===== config.mk =====
export PLATFORM = sky130hd
export DESIGN_NAME = interval_timer
export DESIGN_NICKNAME = d
export VERILOG_FILES = /design/src/common/interval_timer_pkg.sv /design/src/rtl/interval_timer.sv
export VERILOG_INCLUDE_DIRS = /design/src /design/src/common
export SDC_FILE = /design/constraint.sdc
export NUM_CORES = 1
export LEC_CHECK = 0
export ABC_CLOCK_PERIOD_IN_PS = 5100
export BUFFER_PORTS_ARGS = -buffer_cell sky130_fd_sc_hd__buf_2
export CAP_MARGIN = 40
export CELL_PAD_IN_SITES_DETAIL_PLACEMENT = 0
export CELL_PAD_IN_SITES_GLOBAL_PLACEMENT = 2
export CORE_ASPECT_RATIO = 1.4
export CORE_UTILIZATION = 39
export CTS_BUF_LIST = sky130_fd_sc_hd__clkbuf_16
export DETAILED_ROUTE_END_ITERATION = 6
export PLACE_DENSITY = 0.83
export RECOVER_POWER = 100
export SYNTH_ARGS = -nofsm -noshare
export SYNTH_HDL_FRONTEND = slang
export SYNTH_SLANG_ARGS = --single-unit

===== constraint.sdc =====
create_clock -name mclk -period 5.1 [get_ports mclk]
set_input_delay 0.51 -clock mclk [delete_from_list [all_inputs] [get_ports mclk]]
set_output_delay 0.51 -clock mclk [all_outputs]
set_load 0.01 [all_outputs]

===== src/common/interval_timer_defs.svh =====
`ifndef INTERVAL_TIMER_DEFS_SVH
`define INTERVAL_TIMER_DEFS_SVH

// ----------------------------------------
// Register offsets
// ----------------------------------------
`define ADDR_INTERVAL_TIMER_CONTROL 8'hA1
`define ADDR_SUB_SECOND_COUNT 8'hA2
`define ADDR_SECONDS_COUNT 8'hA3
`define ADDR_MINUTES_COUNT 8'hA4
`define ADDR_HOURS_COUNT 8'hA5
`define ADDR_INTERVAL_COMPARE 8'hA6

// ----------------------------------------
// Control field positions
// ----------------------------------------
`define CTRL_TIMEBASE_ENABLE_BIT 0
`define CTRL_COUNT_ENABLE_BIT 1
`define CTRL_MATCH_FLAG_BIT 2
`define CTRL_SINGLE_SHOT_BIT 3
`define CTRL_SELECT_LSB 4
`define CTRL_SELECT_MSB 5

// ----------------------------------------
// Reset values and limits
// ----------------------------------------
`define CTRL_RESET 8'h00
`define COMPARE_RESET 8'h00
`define TIME_RESET 8'h00
`define SUB_SECOND_LAST 8'h7F
`define SECONDS_LAST 8'h3B
`define MINUTES_LAST 8'h3B
`define HOURS_LAST 8'h17
`define TIMER_VECTOR 16'h0053

// ----------------------------------------
// Timing
// ----------------------------------------
`define CLOCK_PERIOD_NS 40
`define SUB_SECOND_PERIOD_NS 7812500
`define SUB_SECOND_CYCLES (`SUB_SECOND_PERIOD_NS / `CLOCK_PERIOD_NS)

`endif


===== src/common/interval_timer_pkg.sv =====
package interval_timer_pkg;

  typedef enum logic [1:0] {
    base_sub_second,
    base_seconds,
    base_minutes,
    base_hours
  } timebase_sel_t;

  typedef struct packed {
    logic [7:0] addr;
    logic wr;
    logic [7:0] wdata;
  } sfr_req_t;

  typedef struct packed {
    logic [17:0] prescale;
    logic [7:0] sub_second;
    logic [7:0] seconds;
    logic [7:0] minutes;
    logic [7:0] hours;
    logic [7:0] interval;
    logic [7:0] compare;
    timebase_sel_t select;
    logic single_shot;
    logic match_flag;
    logic count_enable;
    logic timebase_enable;
    logic [7:0] rdata;
  } timer_state_t;

endpackage : interval_timer_pkg


===== src/rtl/interval_timer.sv =====
`timescale 1ns/1ps
`include "interval_timer_defs.svh"
// Operation
// - Timer and timebase run on the always-on crystal clock, also in power-down.
// - Two-bit select picks 1/128 s, seconds, minutes or hours update rate.
// - Interval counter steps once per step of the selected timebase stage.
// - Match flag sets when the stepped interval count equals the compare register.
// - Match flag is control bit 2; interrupt only when timer interrupt enabled.
// - Match flag stays set until software clears it.
// - In power-down with interrupt enabled, set flag wakes core to vector 0053h.
// - Single-shot mode: timeout clears the interval count enable bit.
// - Auto-reload mode: counter reloads at each timeout and keeps counting.
// - Count enable runs counter; clearing it stops and zeroes the counter.
// - Timebase enable gates timebase clock; clearing it resets timebase registers.
// - Timebase registers accept software writes while timebase enable is low.
// - Sub-second counts 0..127 each 1/128 s, wraps and steps seconds.
// - Seconds count 0..59, wrap and step minutes.
// - Minutes count 0..59, wrap and step hours.
// - Hours count 0..23, then wrap to zero.
module interval_timer
  import interval_timer_pkg::*;
#(
  parameter logic [17:0] TICK_CYCLES = 18'(`SUB_SECOND_CYCLES)
) (
  input wire logic mclk,
  input wire logic reset,
  input wire sfr_req_t sfr_req,
  input wire logic timer_irq_enable,
  input wire logic power_down,
  output logic [7:0] sfr_rdata,
  output logic timer_irq,
  output logic wake,
  output logic [15:0] wake_vector
);

  // ----------------------------------------
  // Declarations
  // ----------------------------------------
  localparam logic [7:0] CTRL_INIT = `CTRL_RESET;

  timer_state_t state;
  timer_state_t next_state;

  logic tick_sub;
  logic tick_sec;
  logic tick_min;
  logic tick_hour;
  logic tick_sel;
  logic [7:0] interval_inc;
  logic timeout;
  logic [7:0] ctrl_view;
  logic ctrl_wr;

  // ----------------------------------------
  // Next state
  // ----------------------------------------
  always_comb begin
    next_state = state;
    tick_sub = 1'b0;
    tick_sec = 1'b0;
    tick_min = 1'b0;
    tick_hour = 1'b0;
    tick_sel = 1'b0;
    ctrl_wr = sfr_req.wr && (sfr_req.addr == `ADDR_INTERVAL_TIMER_CONTROL);

    // Timebase chain; mclk stands for the crystal clock
    // Period rounds down to whole clocks, so the tick runs a few ppm fast
    if (state.timebase_enable) begin
      if (state.prescale == TICK_CYCLES - 18'h00001) begin
        next_state.prescale = 18'h00000;
        tick_sub = 1'b1;
      end else begin
        next_state.prescale = state.prescale + 18'h00001;
      end
    end else begin
      next_state.prescale = 18'h00000;
    end

    if (tick_sub) begin
      tick_sec = (state.sub_second == `SUB_SECOND_LAST);
      next_state.sub_second = tick_sec ? `TIME_RESET : state.sub_second + 8'h01;
    end

    if (tick_sec) begin
      tick_min = (state.seconds == `SECONDS_LAST);
      next_state.seconds = tick_min ? `TIME_RESET : state.seconds + 8'h01;
    end

    if (tick_min) begin
      tick_hour = (state.minutes == `MINUTES_LAST);
      next_state.minutes = tick_hour ? `TIME_RESET : state.minutes + 8'h01;
    end

    if (tick_hour) begin
      if (state.hours == `HOURS_LAST) begin
        next_state.hours = `TIME_RESET;
      end else begin
        next_state.hours = state.hours + 8'h01;
      end
    end

    // Stage overflow that clocks the interval counter
    unique case (state.select)
      base_sub_second: tick_sel = tick_sub;
      base_seconds: tick_sel = tick_sec;
      base_minutes: tick_sel = tick_min;
      base_hours: tick_sel = tick_hour;
    endcase

    // Software writes land before hardware events so that a set wins
    if (sfr_req.wr) begin
      unique case (sfr_req.addr)
        `ADDR_INTERVAL_TIMER_CONTROL: begin
          next_state.select = timebase_sel_t'(
            sfr_req.wdata[`CTRL_SELECT_MSB:`CTRL_SELECT_LSB]);
          next_state.single_shot = sfr_req.wdata[`CTRL_SINGLE_SHOT_BIT];
          next_state.match_flag = sfr_req.wdata[`CTRL_MATCH_FLAG_BIT];
          next_state.count_enable = sfr_req.wdata[`CTRL_COUNT_ENABLE_BIT];
          next_state.timebase_enable = sfr_req.wdata[`CTRL_TIMEBASE_ENABLE_BIT];
        end
        `ADDR_INTERVAL_COMPARE: next_state.compare = sfr_req.wdata;
        // Time writes only stick while the timebase is stopped
        `ADDR_SUB_SECOND_COUNT: begin
          if (!state.timebase_enable) next_state.sub_second = sfr_req.wdata;
        end
        `ADDR_SECONDS_COUNT: begin
          if (!state.timebase_enable) next_state.seconds = sfr_req.wdata;
        end
        `ADDR_MINUTES_COUNT: begin
          if (!state.timebase_enable) next_state.minutes = sfr_req.wdata;
        end
        `ADDR_HOURS_COUNT: begin
          if (!state.timebase_enable) next_state.hours = sfr_req.wdata;
        end
        default: ;
      endcase
    end

    // Falling timebase enable clears the time registers
    if (ctrl_wr && state.timebase_enable
        && !sfr_req.wdata[`CTRL_TIMEBASE_ENABLE_BIT]) begin
      next_state.prescale = 18'h00000;
      next_state.sub_second = `TIME_RESET;
      next_state.seconds = `TIME_RESET;
      next_state.minutes = `TIME_RESET;
      next_state.hours = `TIME_RESET;
    end

    // Interval counter; a compare of zero gives a full 256-tick interval
    interval_inc = state.interval + 8'h01;
    timeout = state.count_enable && tick_sel && (interval_inc == state.compare);
    if (!state.count_enable) begin
      next_state.interval = 8'h00;
    end else if (timeout) begin
      // Set after the software write above, so a same-cycle clear loses
      next_state.match_flag = 1'b1;
      next_state.interval = 8'h00;
      if (state.single_shot) begin
        next_state.count_enable = 1'b0;
      end
    end else if (tick_sel) begin
      next_state.interval = interval_inc;
    end

    // Reserved top bits are not stored and read back as zero
    ctrl_view = 8'h00;
    ctrl_view[`CTRL_TIMEBASE_ENABLE_BIT] = state.timebase_enable;
    ctrl_view[`CTRL_COUNT_ENABLE_BIT] = state.count_enable;
    ctrl_view[`CTRL_MATCH_FLAG_BIT] = state.match_flag;
    ctrl_view[`CTRL_SINGLE_SHOT_BIT] = state.single_shot;
    ctrl_view[`CTRL_SELECT_MSB:`CTRL_SELECT_LSB] = state.select;

    // Registered read data, one cycle behind the address
    unique case (sfr_req.addr)
      `ADDR_INTERVAL_TIMER_CONTROL: next_state.rdata = ctrl_view;
      `ADDR_SUB_SECOND_COUNT: next_state.rdata = state.sub_second;
      `ADDR_SECONDS_COUNT: next_state.rdata = state.seconds;
      `ADDR_MINUTES_COUNT: next_state.rdata = state.minutes;
      `ADDR_HOURS_COUNT: next_state.rdata = state.hours;
      `ADDR_INTERVAL_COMPARE: next_state.rdata = state.compare;
      default: next_state.rdata = 8'h00;
    endcase
  end

  // ----------------------------------------
  // State register
  // ----------------------------------------
  always_ff @(posedge mclk) begin
    if (reset) begin
      state.prescale <= 18'h00000;
      state.sub_second <= `TIME_RESET;
      state.seconds <= `TIME_RESET;
      state.minutes <= `TIME_RESET;
      state.hours <= `TIME_RESET;
      state.interval <= 8'h00;
      state.compare <= `COMPARE_RESET;
      state.select <= timebase_sel_t'(CTRL_INIT[`CTRL_SELECT_MSB:`CTRL_SELECT_LSB]);
      state.single_shot <= CTRL_INIT[`CTRL_SINGLE_SHOT_BIT];
      state.match_flag <= CTRL_INIT[`CTRL_MATCH_FLAG_BIT];
      state.count_enable <= CTRL_INIT[`CTRL_COUNT_ENABLE_BIT];
      state.timebase_enable <= CTRL_INIT[`CTRL_TIMEBASE_ENABLE_BIT];
      state.rdata <= 8'h00;
    end else begin
      state <= next_state;
    end
  end

  // ----------------------------------------
  // Outputs
  // ----------------------------------------
  assign sfr_rdata = state.rdata;
  assign timer_irq = state.match_flag && timer_irq_enable;
  // Wake stands as long as the flag; software must clear it
  assign wake = timer_irq && power_down;
  assign wake_vector = `TIMER_VECTOR;

endmodule : interval_timer


==> results of run 1 <==
[power by group]
group	total (uW)	internal [uW]	leakage (uW)	switching, uW
combinational	54.8	12.7	0.00106	42.2
clock	584	324	0.000126	260
sequential	626	625	0.000644	0.807
[flip-flops by register name, indices dropped and copies added (netlist names)]
register   count
ctrl_view      6
state         66
sfr_rdata      8
[per-layer routing]
layer  GRT usage (%)  vias up
li1                -     1978
met1            26.4     1905
met2            37.6       75
met3            3.98       24
met4            9.60        0
met5               0        -
[logic make-up (layout without fill, tap and decap cells)]
family	count (synthesis)	count (layout)	synth area share [%]
multiplexers	27	27	5.93
XOR/XNOR	50	50	9.30
AND/OR/NAND/NOR	234	234	27.3
buffers and inverters	62	57	7.74
other	2	16	0.160
flip-flops	80	80	34.0
AO/OA/AOI/OAI	97	97	14.0
adder cells (fa/ha/maj)	6	6	1.59
[path summary, 6_finish.rpt]
| path | startpoint | to | slack [ps] | depth (start not counted) |
|---|---|---|---|---|
| worst min register to register | state[62]$_SDFF_PP0_ | state[62]$_SDFF_PP0_ | 440 | 1 |
| worst max-delay path | sfr_req[10] | state[71]$_SDFF_PP0_ | 1510 | 5 |
| worst min-delay path | state[62]$_SDFF_PP0_ | state[62]$_SDFF_PP0_ | 440 | 1 |
| worst max register to register | state[46]$_SDFF_PP0_ | state[31]$_SDFF_PP0_ | 2510 | 7 |
[synth_stat cells, drive strengths merged (8+ instances only)]
master  count  area [um^2]
clkbuf     14         53.8
a21oi      15         75.1
buf        38          273
inv        10         37.5
nand3      39          205
nor3       10         76.3
nand2      42          158
xor2       28          245
mux2i      20          200
nand4      17          136
and3       22          138
a22o        8         70.1
xnor2      22          193
and4       10         88.8
nor2       60          225
a22oi      13         97.6
dfxtp      80         1600
o21ai      24          124
[critical path: cells and delay by family]
kind / cells / cell delay, ps
compound gates: 1 / 1220
buf+inv: 1 / 490
simple gates: 3 / 1520
[stage by stage]
stage | utilization (%) | total power (uW) | cell area [um^2] | hold WS [ps] | cells
floorplan | - | 680 | 4760 | 413 | 572
global placement | 40.4 | 694 | 4770 | 425 | 698
detailed placement | 40.4 | 695 | 4770 | 438 | 698
CTS | 42.6 | 1280 | 5040 | 438 | 714
global route | 42.4 | 1310 | 5010 | 466 | 714
finish | 42.4 | 1270 | 5010 | 442 | 714
[cell type report]
cell class                 count  area, um^2
clock buffer                   9         225
clock inverter                 7        38.8
fill                        1222        6810
inverter                      10        37.5
multi-input combinational    430        2780
sequential                    80        1600
tap                          147         184
timing repair buffer          31         144
==> summary.md, run 1 <==
| Metric | Value |
|---|---|
| Final hold violation count | `0` |
| YS warnings | `0` |
| First-pass GRT wire length | `about 21000 um` |
| Crit Path Class | `in2reg` |
| Final GP Congestion | `between 0.8 and 0.9` |
| CP max FO | `26` |
| Slew headroom | `between 10% and 20%` |
| #FFs+latches synth | `80` |
| Detail Route Antenna Nets | `0` |
| IR drop worst, VDD | `0.138 mV` |
| TritonCTS clock tree | `done` |
| P_leak | `approximately 0.0018 uW` |
| Via density | `around 5.6` |
| Top FF cell, synth | `dfxtp_1` |
| Initial cell density of the core | `39.8%` |
| Detailed-route via count | `roughly 4000` |
| H-Tree Depth | `3` |
| Startpoint Class | `primary input` |
| Postcts setup bufs | `0` |
| Core Box Area | `0.0118 mm^2` |
| Sequential-to-total area share from yosys stat | `between 30 and 40%` |
| Worst Skew | `between 9 and 10 ps` |
| TritonCTS Buffers | `9` |
| CTS Sinks | `80` |
| Top Metal Used | `met4` |
| PortBufs | `30` |
| Row count | `47` |
| Met3 WL | `approximately 400 um` |
| CTS root buf | `clkbuf_16` |
| Nets | `just under 600` |
| Die area | `approximately 0.013 mm^2` |
| Final wirelength | `around 13000 um` |
| Post-CTS resize count | `0` |
| Maximum clock insertion buffer count | `2` |
| Die Ht | `132 um` |
| Post-Route Setup TNS | `0 ps` |
| Initial DRC Count | `247` |
| Final setup fails | `0` |
| Crit path required time | `between 5000 and 6000 ps` |
| Global route total overflow | `0` |
| Post-route clock period utilization | `a little over two thirds` |
| Synth-to-layout area growth | `6.43%` |
| Post-synth EDFFs | `0` |
| Crit path setup slack, layout | `1510 ps` |
| CP cell instances | `clkbuf_1 -> nor2b_1 -> nand3_1 -> o2111ai_1 -> nor2_1` |
| Fin crit period | `3590 ps` |
| Commonest non-fill, non-tap cells in the layout | `80 x dfxtp_1, 60 x nor2_1, 42 x nand2_1, 38 x nand3_1, 28 x xor2_1` |
| Avg WL per Cell | `18.5 um` |
| Drt drc | `0` |
| Antenna Cells | `0` |
| Vias in the first global route | `3779` |
| Critical Path Max Stage Delay | `between 1000 and 1500 ps` |
| Clk_lat worst skew | `~340 ps` |
| Synth async-reset ratio | `0%` |
| Chip width | `around 95 um` |
| Pwr dens | `about 250 mW/mm^2` |
| Largest net degree at the start of global routing | `27` |
| Dpl ws | `2110 ps` |
| Drt pass-1 iters | `4` |
| IO Pins | `47` |
| Worst-Margin Slew | `1330 ps` |
| Met2 wire length | `6830 um` |
| Post-synthesis cell count | `between 500 and 600` |
| WL met1 | `about 5500 um` |
| Netlist Area Pre-Place | `0.00471 mm^2` |
| Slew Viols, Final | `0` |
| Max cap viols | `0` |
| CTS clk-pin slew, worst paths | `60 ps` |
| Fmax | `between 0.2 and 0.3 GHz` |
| Detailed Place HPWL | `9860 um` |
| Data arrival time of the critical path | `3760 ps` |
| RSZ-0062 raised after global routing | `false` |
| Yosys cell types | `between 60 and 70` |
| Layout cells sized above 1 | `about a tenth` |
| GRT Overall Usage | `between 20% and 30%` |
| Run status | `completed` |
| Avg Inst Size Synth | `between 8 and 9 um^2` |
| Hold buffer count at CTS | `0` |
| Hold WC Path Type | `reg2reg` |
| Initial antenna violation count | `0` |
| Most common cell after layout, fill and taps aside | `dfxtp_1` |
| Slowest-stage cell, CP | `o2111ai_1` |
| CP Capture Type | `register` |
(Power assumes the default switching activity.)
==> inputs of run 2 (changes only) <==
--- a/config.mk
+++ b/config.mk
@@ -6,16 +6,16 @@
 export SDC_FILE = /design/constraint.sdc
 export NUM_CORES = 1
 export LEC_CHECK = 0
-export ABC_CLOCK_PERIOD_IN_PS = 5100
+export ABC_CLOCK_PERIOD_IN_PS = 2900
 export BUFFER_PORTS_ARGS = -buffer_cell sky130_fd_sc_hd__buf_2
 export CAP_MARGIN = 40
 export CELL_PAD_IN_SITES_DETAIL_PLACEMENT = 0
 export CELL_PAD_IN_SITES_GLOBAL_PLACEMENT = 2
 export CORE_ASPECT_RATIO = 1.4
-export CORE_UTILIZATION = 39
+export CORE_UTILIZATION = 33
 export CTS_BUF_LIST = sky130_fd_sc_hd__clkbuf_16
 export DETAILED_ROUTE_END_ITERATION = 6
-export PLACE_DENSITY = 0.83
+export PLACE_DENSITY = 0.74
 export RECOVER_POWER = 100
 export SYNTH_ARGS = -nofsm -noshare
 export SYNTH_HDL_FRONTEND = slang
==> constraint.sdc (replaced) <==
create_clock -name mclk -period 2.9 [get_ports mclk]
set_input_delay 0.29 -clock mclk [delete_from_list [all_inputs] [get_ports mclk]]
set_output_delay 0.29 -clock mclk [all_outputs]
set_load 0.01 [all_outputs]
==> summary.md, run 2 (synthesis gave the netlist of run 1 again) <==
| Metric | Value |
|---|---|
| Worst Skew | `between 10 and 15 ps` |
| Drt drc | `0` |
| Crit path required time | `~3100 ps` |
| Postcts setup bufs | `0` |
| Critical Path Max Stage Delay | `590 ps` |
| Crit Path Class | `in2reg` |
| Die area | `about 0.015 mm^2` |
| Core Box Area | `between 0.01 and 0.015 mm^2` |
| Antenna Cells | `0` |
| Vias in the first global route | `just under 4000` |
| Max reg flops | `66` |
| Post-route clock period utilization | `roughly 87%` |
| TritonCTS Buffers | `9` |
| Global route total overflow | `0` |
| CP cell instances | `buf_2 -> nand4bb_1 -> nor3_1 -> clkbuf_1 -> nand3_1 -> o2111ai_1 -> buf_4 -> nor2_1` |
| Most flop-heavy register | `state` |
| IO Pins | `47` |
| Slowest-stage cell, CP | `clkbuf_1` |
| H-Tree Depth | `3` |
| Layout cells sized above 1 | `about a tenth` |
| TritonCTS clock tree | `done` |
| Max cap viols | `0` |
| Slew headroom | `52.2%` |
| Pwr dens | `roughly 450 mW/mm^2` |
| Fmax | `0.398 GHz` |
| Most common cell after layout, fill and taps aside | `dfxtp_1` |
| Drt pass-1 iters | `4` |
| Post-CTS resize count | `0` |
| Clk_lat worst skew | `around 340 ps` |
| Data arrival time of the critical path | `around 2700 ps` |
| CP max FO | `18` |
| First-pass GRT wire length | `about 21000 um` |
| IR drop worst, VDD | `approximately 0.21 mV` |
| Initial DRC Count | `173` |
| Hold WC Path Type | `in2reg` |
| Final wirelength | `between 10000 and 15000 um` |
| Worst-Margin Slew | `roughly 700 ps` |
| CTS Sinks | `80` |
| Maximum clock insertion buffer count | `2` |
| Filler cells | `1535` |
| Detailed-route via count | `between 4000 and 5000` |
| Post-Route Setup TNS | `0 ps` |
| Chip width | `about 100 um` |
| Final hold violation count | `0` |
| Avg WL per Cell | `17.8 um` |
| CTS clk-pin slew, worst paths | `~60 ps` |
| Fin crit period | `between 2000 and 3000 ps` |
| Row count | `51` |
| Synth-to-layout area growth | `8.85%` |
| Final GP Congestion | `between 0.8 and 0.9` |
| Largest net degree at the start of global routing | `24` |
| Slew Viols, Final | `0` |
| CP Capture Type | `register` |
| P_leak | `between 0.0015 and 0.002 uW` |
| Fin cells | `~760` |
| Final setup fails | `0` |
| Run status | `completed` |
| Hold buffer count at CTS | `0` |
| Nets | `600` |
| Detailed Place HPWL | `10200 um` |
| Via density | `between 5 and 6` |
| Initial cell density of the core | `roughly a third` |
| CTS root buf | `clkbuf_16` |
| Initial antenna violation count | `0` |
| RSZ-0062 raised after global routing | `false` |
| Commonest non-fill, non-tap cells in the layout | `80 x dfxtp_1, 60 x nor2_1, 42 x nand2_1, 38 x nand3_1, 28 x xor2_1` |
| PortBufs | `30` |
| Crit path setup slack, layout | `385 ps` |
| Die Ht | `between 100 and 150 um` |
| GRT Overall Usage | `between 10% and 20%` |
| Cell count after placement | `roughly 750` |
| Detail Route Antenna Nets | `0` |
| Startpoint Class | `primary input` |
| Dpl ws | `480 ps` |
| R2R setup slack | `around 440 ps` |
==> run 2: routing by layer <==
layer	up-vias	wire [um]	track usage, %
li1	1994	-	-
met3	35	472	2.87
met2	100	6690	33.0
met5	-	0	0
met4	0	689	11.6
met1	1924	5710	23.0
==> run 2: power by group <==
part | total [uW] | leakage, uW | internal (uW) | switching [uW]
Sequential | 1100 | 0.000644 | 1100 | 1.33
Combinational | 106 | 0.00109 | 28.2 | 77.6
Clock | 1120 | 0.000137 | 658 | 459
==> run 2: area by class of cell <==
class / instances / area (um^2) / area share, %
Multi-Input combinational cell: 430 / 2750 / 53.7
Clock buffer: 9 / 225 / 4.40
Inverter: 10 / 37.5 / 0.733
Timing Repair Buffer: 42 / 216 / 4.22
Sequential cell: 80 / 1600 / 31.3
Clock inverter: 6 / 58.8 / 1.15
Tap cell: 185 / 231 / 4.52
==> run 2: path summary, 6_finish.rpt <==
path | from | endpoint | cells after the start
max | sfr_req[15] | state[73]$_SDFF_PP0_ | 8
min | sfr_req[3] | state[49]$_SDFF_PP0_ | 3
max reg2reg | state[22]$_SDFFE_PP0P_ | state[24]$_SDFFE_PP0P_ | 7
min reg2reg | state[62]$_SDFF_PP0_ | state[62]$_SDFF_PP0_ | 1
==> run 2: per-stage QoR <==
step / hold WS (ps) / util [%] / area [um^2] / total power [uW]
3_5_place_dp: 451 / 35.3 / 4900 / 1230
4_1_cts: 221 / 37.3 / 5190 / 2360
3_3_place_gp: 422 / 35.3 / 4900 / 1230
6_report: 222 / 36.8 / 5120 / 2320
5_1_grt: 225 / 36.8 / 5120 / 2410
2_1_floorplan: 399 / - / 4760 / 1200
==> run 2: critical path, delay by kind of cell <==
family	cells	cell delay, ps
compound gates	1	350
simple gates	4	1140
buf+inv	3	950
==> inputs of run 3 (changes only) <==
--- a/config.mk
+++ b/config.mk
@@ -12,10 +12,10 @@
 export CELL_PAD_IN_SITES_DETAIL_PLACEMENT = 0
 export CELL_PAD_IN_SITES_GLOBAL_PLACEMENT = 2
 export CORE_ASPECT_RATIO = 1.4
-export CORE_UTILIZATION = 33
+export CORE_UTILIZATION = 30
 export CTS_BUF_LIST = sky130_fd_sc_hd__clkbuf_16
 export DETAILED_ROUTE_END_ITERATION = 6
-export PLACE_DENSITY = 0.74
+export PLACE_DENSITY = 0.68
 export RECOVER_POWER = 100
 export SYNTH_ARGS = -nofsm -noshare
 export SYNTH_HDL_FRONTEND = slang
==> summary.md, run 3 (synthesis gave the netlist of run 1 again) <==
| Metric | Value |
|---|---|
| Post-Route Setup TNS | `0 ps` |
| Max cap viols | `0` |
| Vias in the first global route | `around 3800` |
| Max reg flops | `66` |
| Slowest-stage cell, CP | `clkbuf_1` |
| Post-CTS resize count | `0` |
| Avg WL per Cell | `about 18 um` |
| IO Pins | `47` |
| Hold Crit Start | `sfr_req[3]` |
| Detailed Place HPWL | `roughly 11000 um` |
| Via density | `between 5 and 6` |
| CP cell instances | `clkbuf_1 -> nor2b_1 -> clkbuf_1 -> nand3_1 -> o21ai_0 -> a21oi_1` |
| Clock Power Share | `48.9%` |
| Run status | `completed` |
| Antenna Cells | `0` |
| Sw frac | `roughly 24%` |
| Largest net degree at the start of global routing | `27` |
| Fin crit period | `around 2500 ps` |
| Post-route cell area | `between 0.005 and 0.006 mm^2` |
| Crit path required time | `about 3100 ps` |
| IR drop worst, VDD | `about 0.20 mV` |
| Initial DRC Count | `between 200 and 250` |
| Reg2reg path depth | `7` |
| Die area | `approximately 0.016 mm^2` |
| Hold WS | `around 220 ps` |
| RSZ-0062 raised after global routing | `false` |
| Worst flop-to-flop path endpoint | `state[24]$_SDFFE_PP0P_` |
| Worst Skew | `between 15 and 20 ps` |
| P_sw | `569 uW` |
| Nets | `600` |
| First-pass GRT wire length | `~22000 um` |
| Cell mode on critical path | `clkbuf_1` |
| R2R setup slack | `roughly 400 ps` |
| Initial antenna violation count | `0` |
| Clk_lat worst skew | `~350 ps` |
| CP max FO | `26` |
| Most common cell after layout, fill and taps aside | `dfxtp_1` |
| Synth-to-layout area growth | `9.33%` |
| P_leak | `0.00188 uW` |
| Dpl cell area | `about 0.005 mm^2` |
| CP Capture Type | `register` |
| Data arrival time of the critical path | `roughly 2700 ps` |
| TritonCTS Buffers | `9` |
| H-Tree Depth | `3` |
| Slew Viols, Final | `0` |
| Detailed-route via count | `4051` |
| CTS clk-pin slew, worst paths | `60 ps` |
| Detail Route Antenna Nets | `0` |
| Hold buffer count at CTS | `0` |
| Postcts setup bufs | `0` |
| GRT Overall Usage | `~18%` |
| Final wirelength | `approximately 14000 um` |
| WHS Path Cells | `3` |
| Bufs and invs on worst path | `2` |
| Commonest non-fill, non-tap cells in the layout | `80 x dfxtp_1, 60 x nor2_1, 42 x nand2_1, 38 x nand3_1, 28 x xor2_1` |
| Final setup fails | `0` |
| Fmax | `around 0.4 GHz` |
| Initial cell density of the core | `around 31%` |
| Crit Path Class | `in2reg` |
| Most flop-heavy register | `state` |
| Global route total overflow | `0` |
| Critical Path Max Stage Delay | `1030 ps` |
| CP top delay family | `buffers and inverters` |
| Worst Hold Path EP | `state[49]$_SDFF_PP0_` |
| Slew headroom | `about 2.7%` |
| CTS Sinks | `80` |
| Chip width | `about 110 um` |
| PortBufs | `30` |
| Worst-Margin Slew | `about 1500 ps` |
| Gate power share | `4.5%` |
| Row count | `53` |
| Drt pass-1 iters | `7` |
| Pwr dens | `459 mW/mm^2` |
| Post-route clock period utilization | `86.3%` |
| TritonCTS clock tree | `done` |
| Die Ht | `roughly 150 um` |
| Hold WC Path Type | `in2reg` |
| Drt drc | `0` |
| Layout cells sized above 1 | `approximately 11%` |
| Startpoint Class | `primary input` |
| Internal power | `approximately 1800 uW` |
| CTS root buf | `clkbuf_16` |
| Sequential power share | `46.6%` |
| Final GP Congestion | `0.840` |
| Reg2reg start | `state[22]$_SDFFE_PP0P_` |
| Maximum clock insertion buffer count | `2` |
| Core Box Area | `between 0.015 and 0.02 mm^2` |
| Final hold violation count | `0` |
-- run 3: changes by cell type in the layout (fill, tap and decap cells not counted), sizes merged --
cell      before  now
clkinvlp       1    2
clkinv         3    2
clkbuf        22   23
buf           29   28
inv           11   12
-- run 3: layout make-up --
type | count | area [um^2]
clock buffer | 9 | 225
clock inverter | 7 | 71.3
inverter | 10 | 37.5
timing repair buffer | 42 | 214
multi-input combinational | 430 | 2760
fill | 1617 | 10000
sequential | 80 | 1600
tap | 192 | 240
-- run 3: through the flow --
stage,cells,worst slack (ps),power [uW],util (%)
after detailed placement,754,407,1230,32.4
final,770,396,2360,33.9
after CTS,770,411,2400,34.3
after global placement,754,538,1240,32.4
after global routing,770,139,2450,33.9
after floorplan,572,961,1200,-
-- run 3: power by group through the flow --
stage               Clock [uW]  Sequential [uW]  Combinational (uW)
floorplan                    0             1120                70.1
detailed placement           0             1130                 109
global route              1230             1100                 116
CTS                       1190             1100                 110
global placement             0             1130                 110
finish                    1160             1100                 107
-- run 3: worst register-to-register path: cells and delay by family (launching register included) --
kind | cells | cell delay [ps]
flip-flops | 1 | 420
XOR/XNOR | 1 | 130
AO/OA/AOI/OAI | 1 | 120
adder cells (fa/ha/maj) | 1 | 320
AND/OR/NAND/NOR | 4 | 1390
-- run 3: routing by layer --
layer	up-vias	track usage [%]	part of all wire, %
met2	87	32.2	52
met3	23	2.34	3.4
met1	1947	22.0	42
met5	-	0	0
li1	1994	-	-
met4	0	8.56	2.9
-- run 3: worst max-delay path by stage --
stage | to | start | depth (start not counted)
floorplan | state[31]$_SDFF_PP0_ | state[46]$_SDFF_PP0_ | 7
global placement | state[24]$_SDFFE_PP0P_ | state[22]$_SDFFE_PP0P_ | 7
detailed placement | state[24]$_SDFFE_PP0P_ | state[22]$_SDFFE_PP0P_ | 7
CTS | state[24]$_SDFFE_PP0P_ | state[22]$_SDFFE_PP0P_ | 7
global route | state[60]$_SDFF_PP0_ | sfr_req[10] | 6
finish | state[60]$_SDFF_PP0_ | sfr_req[10] | 6
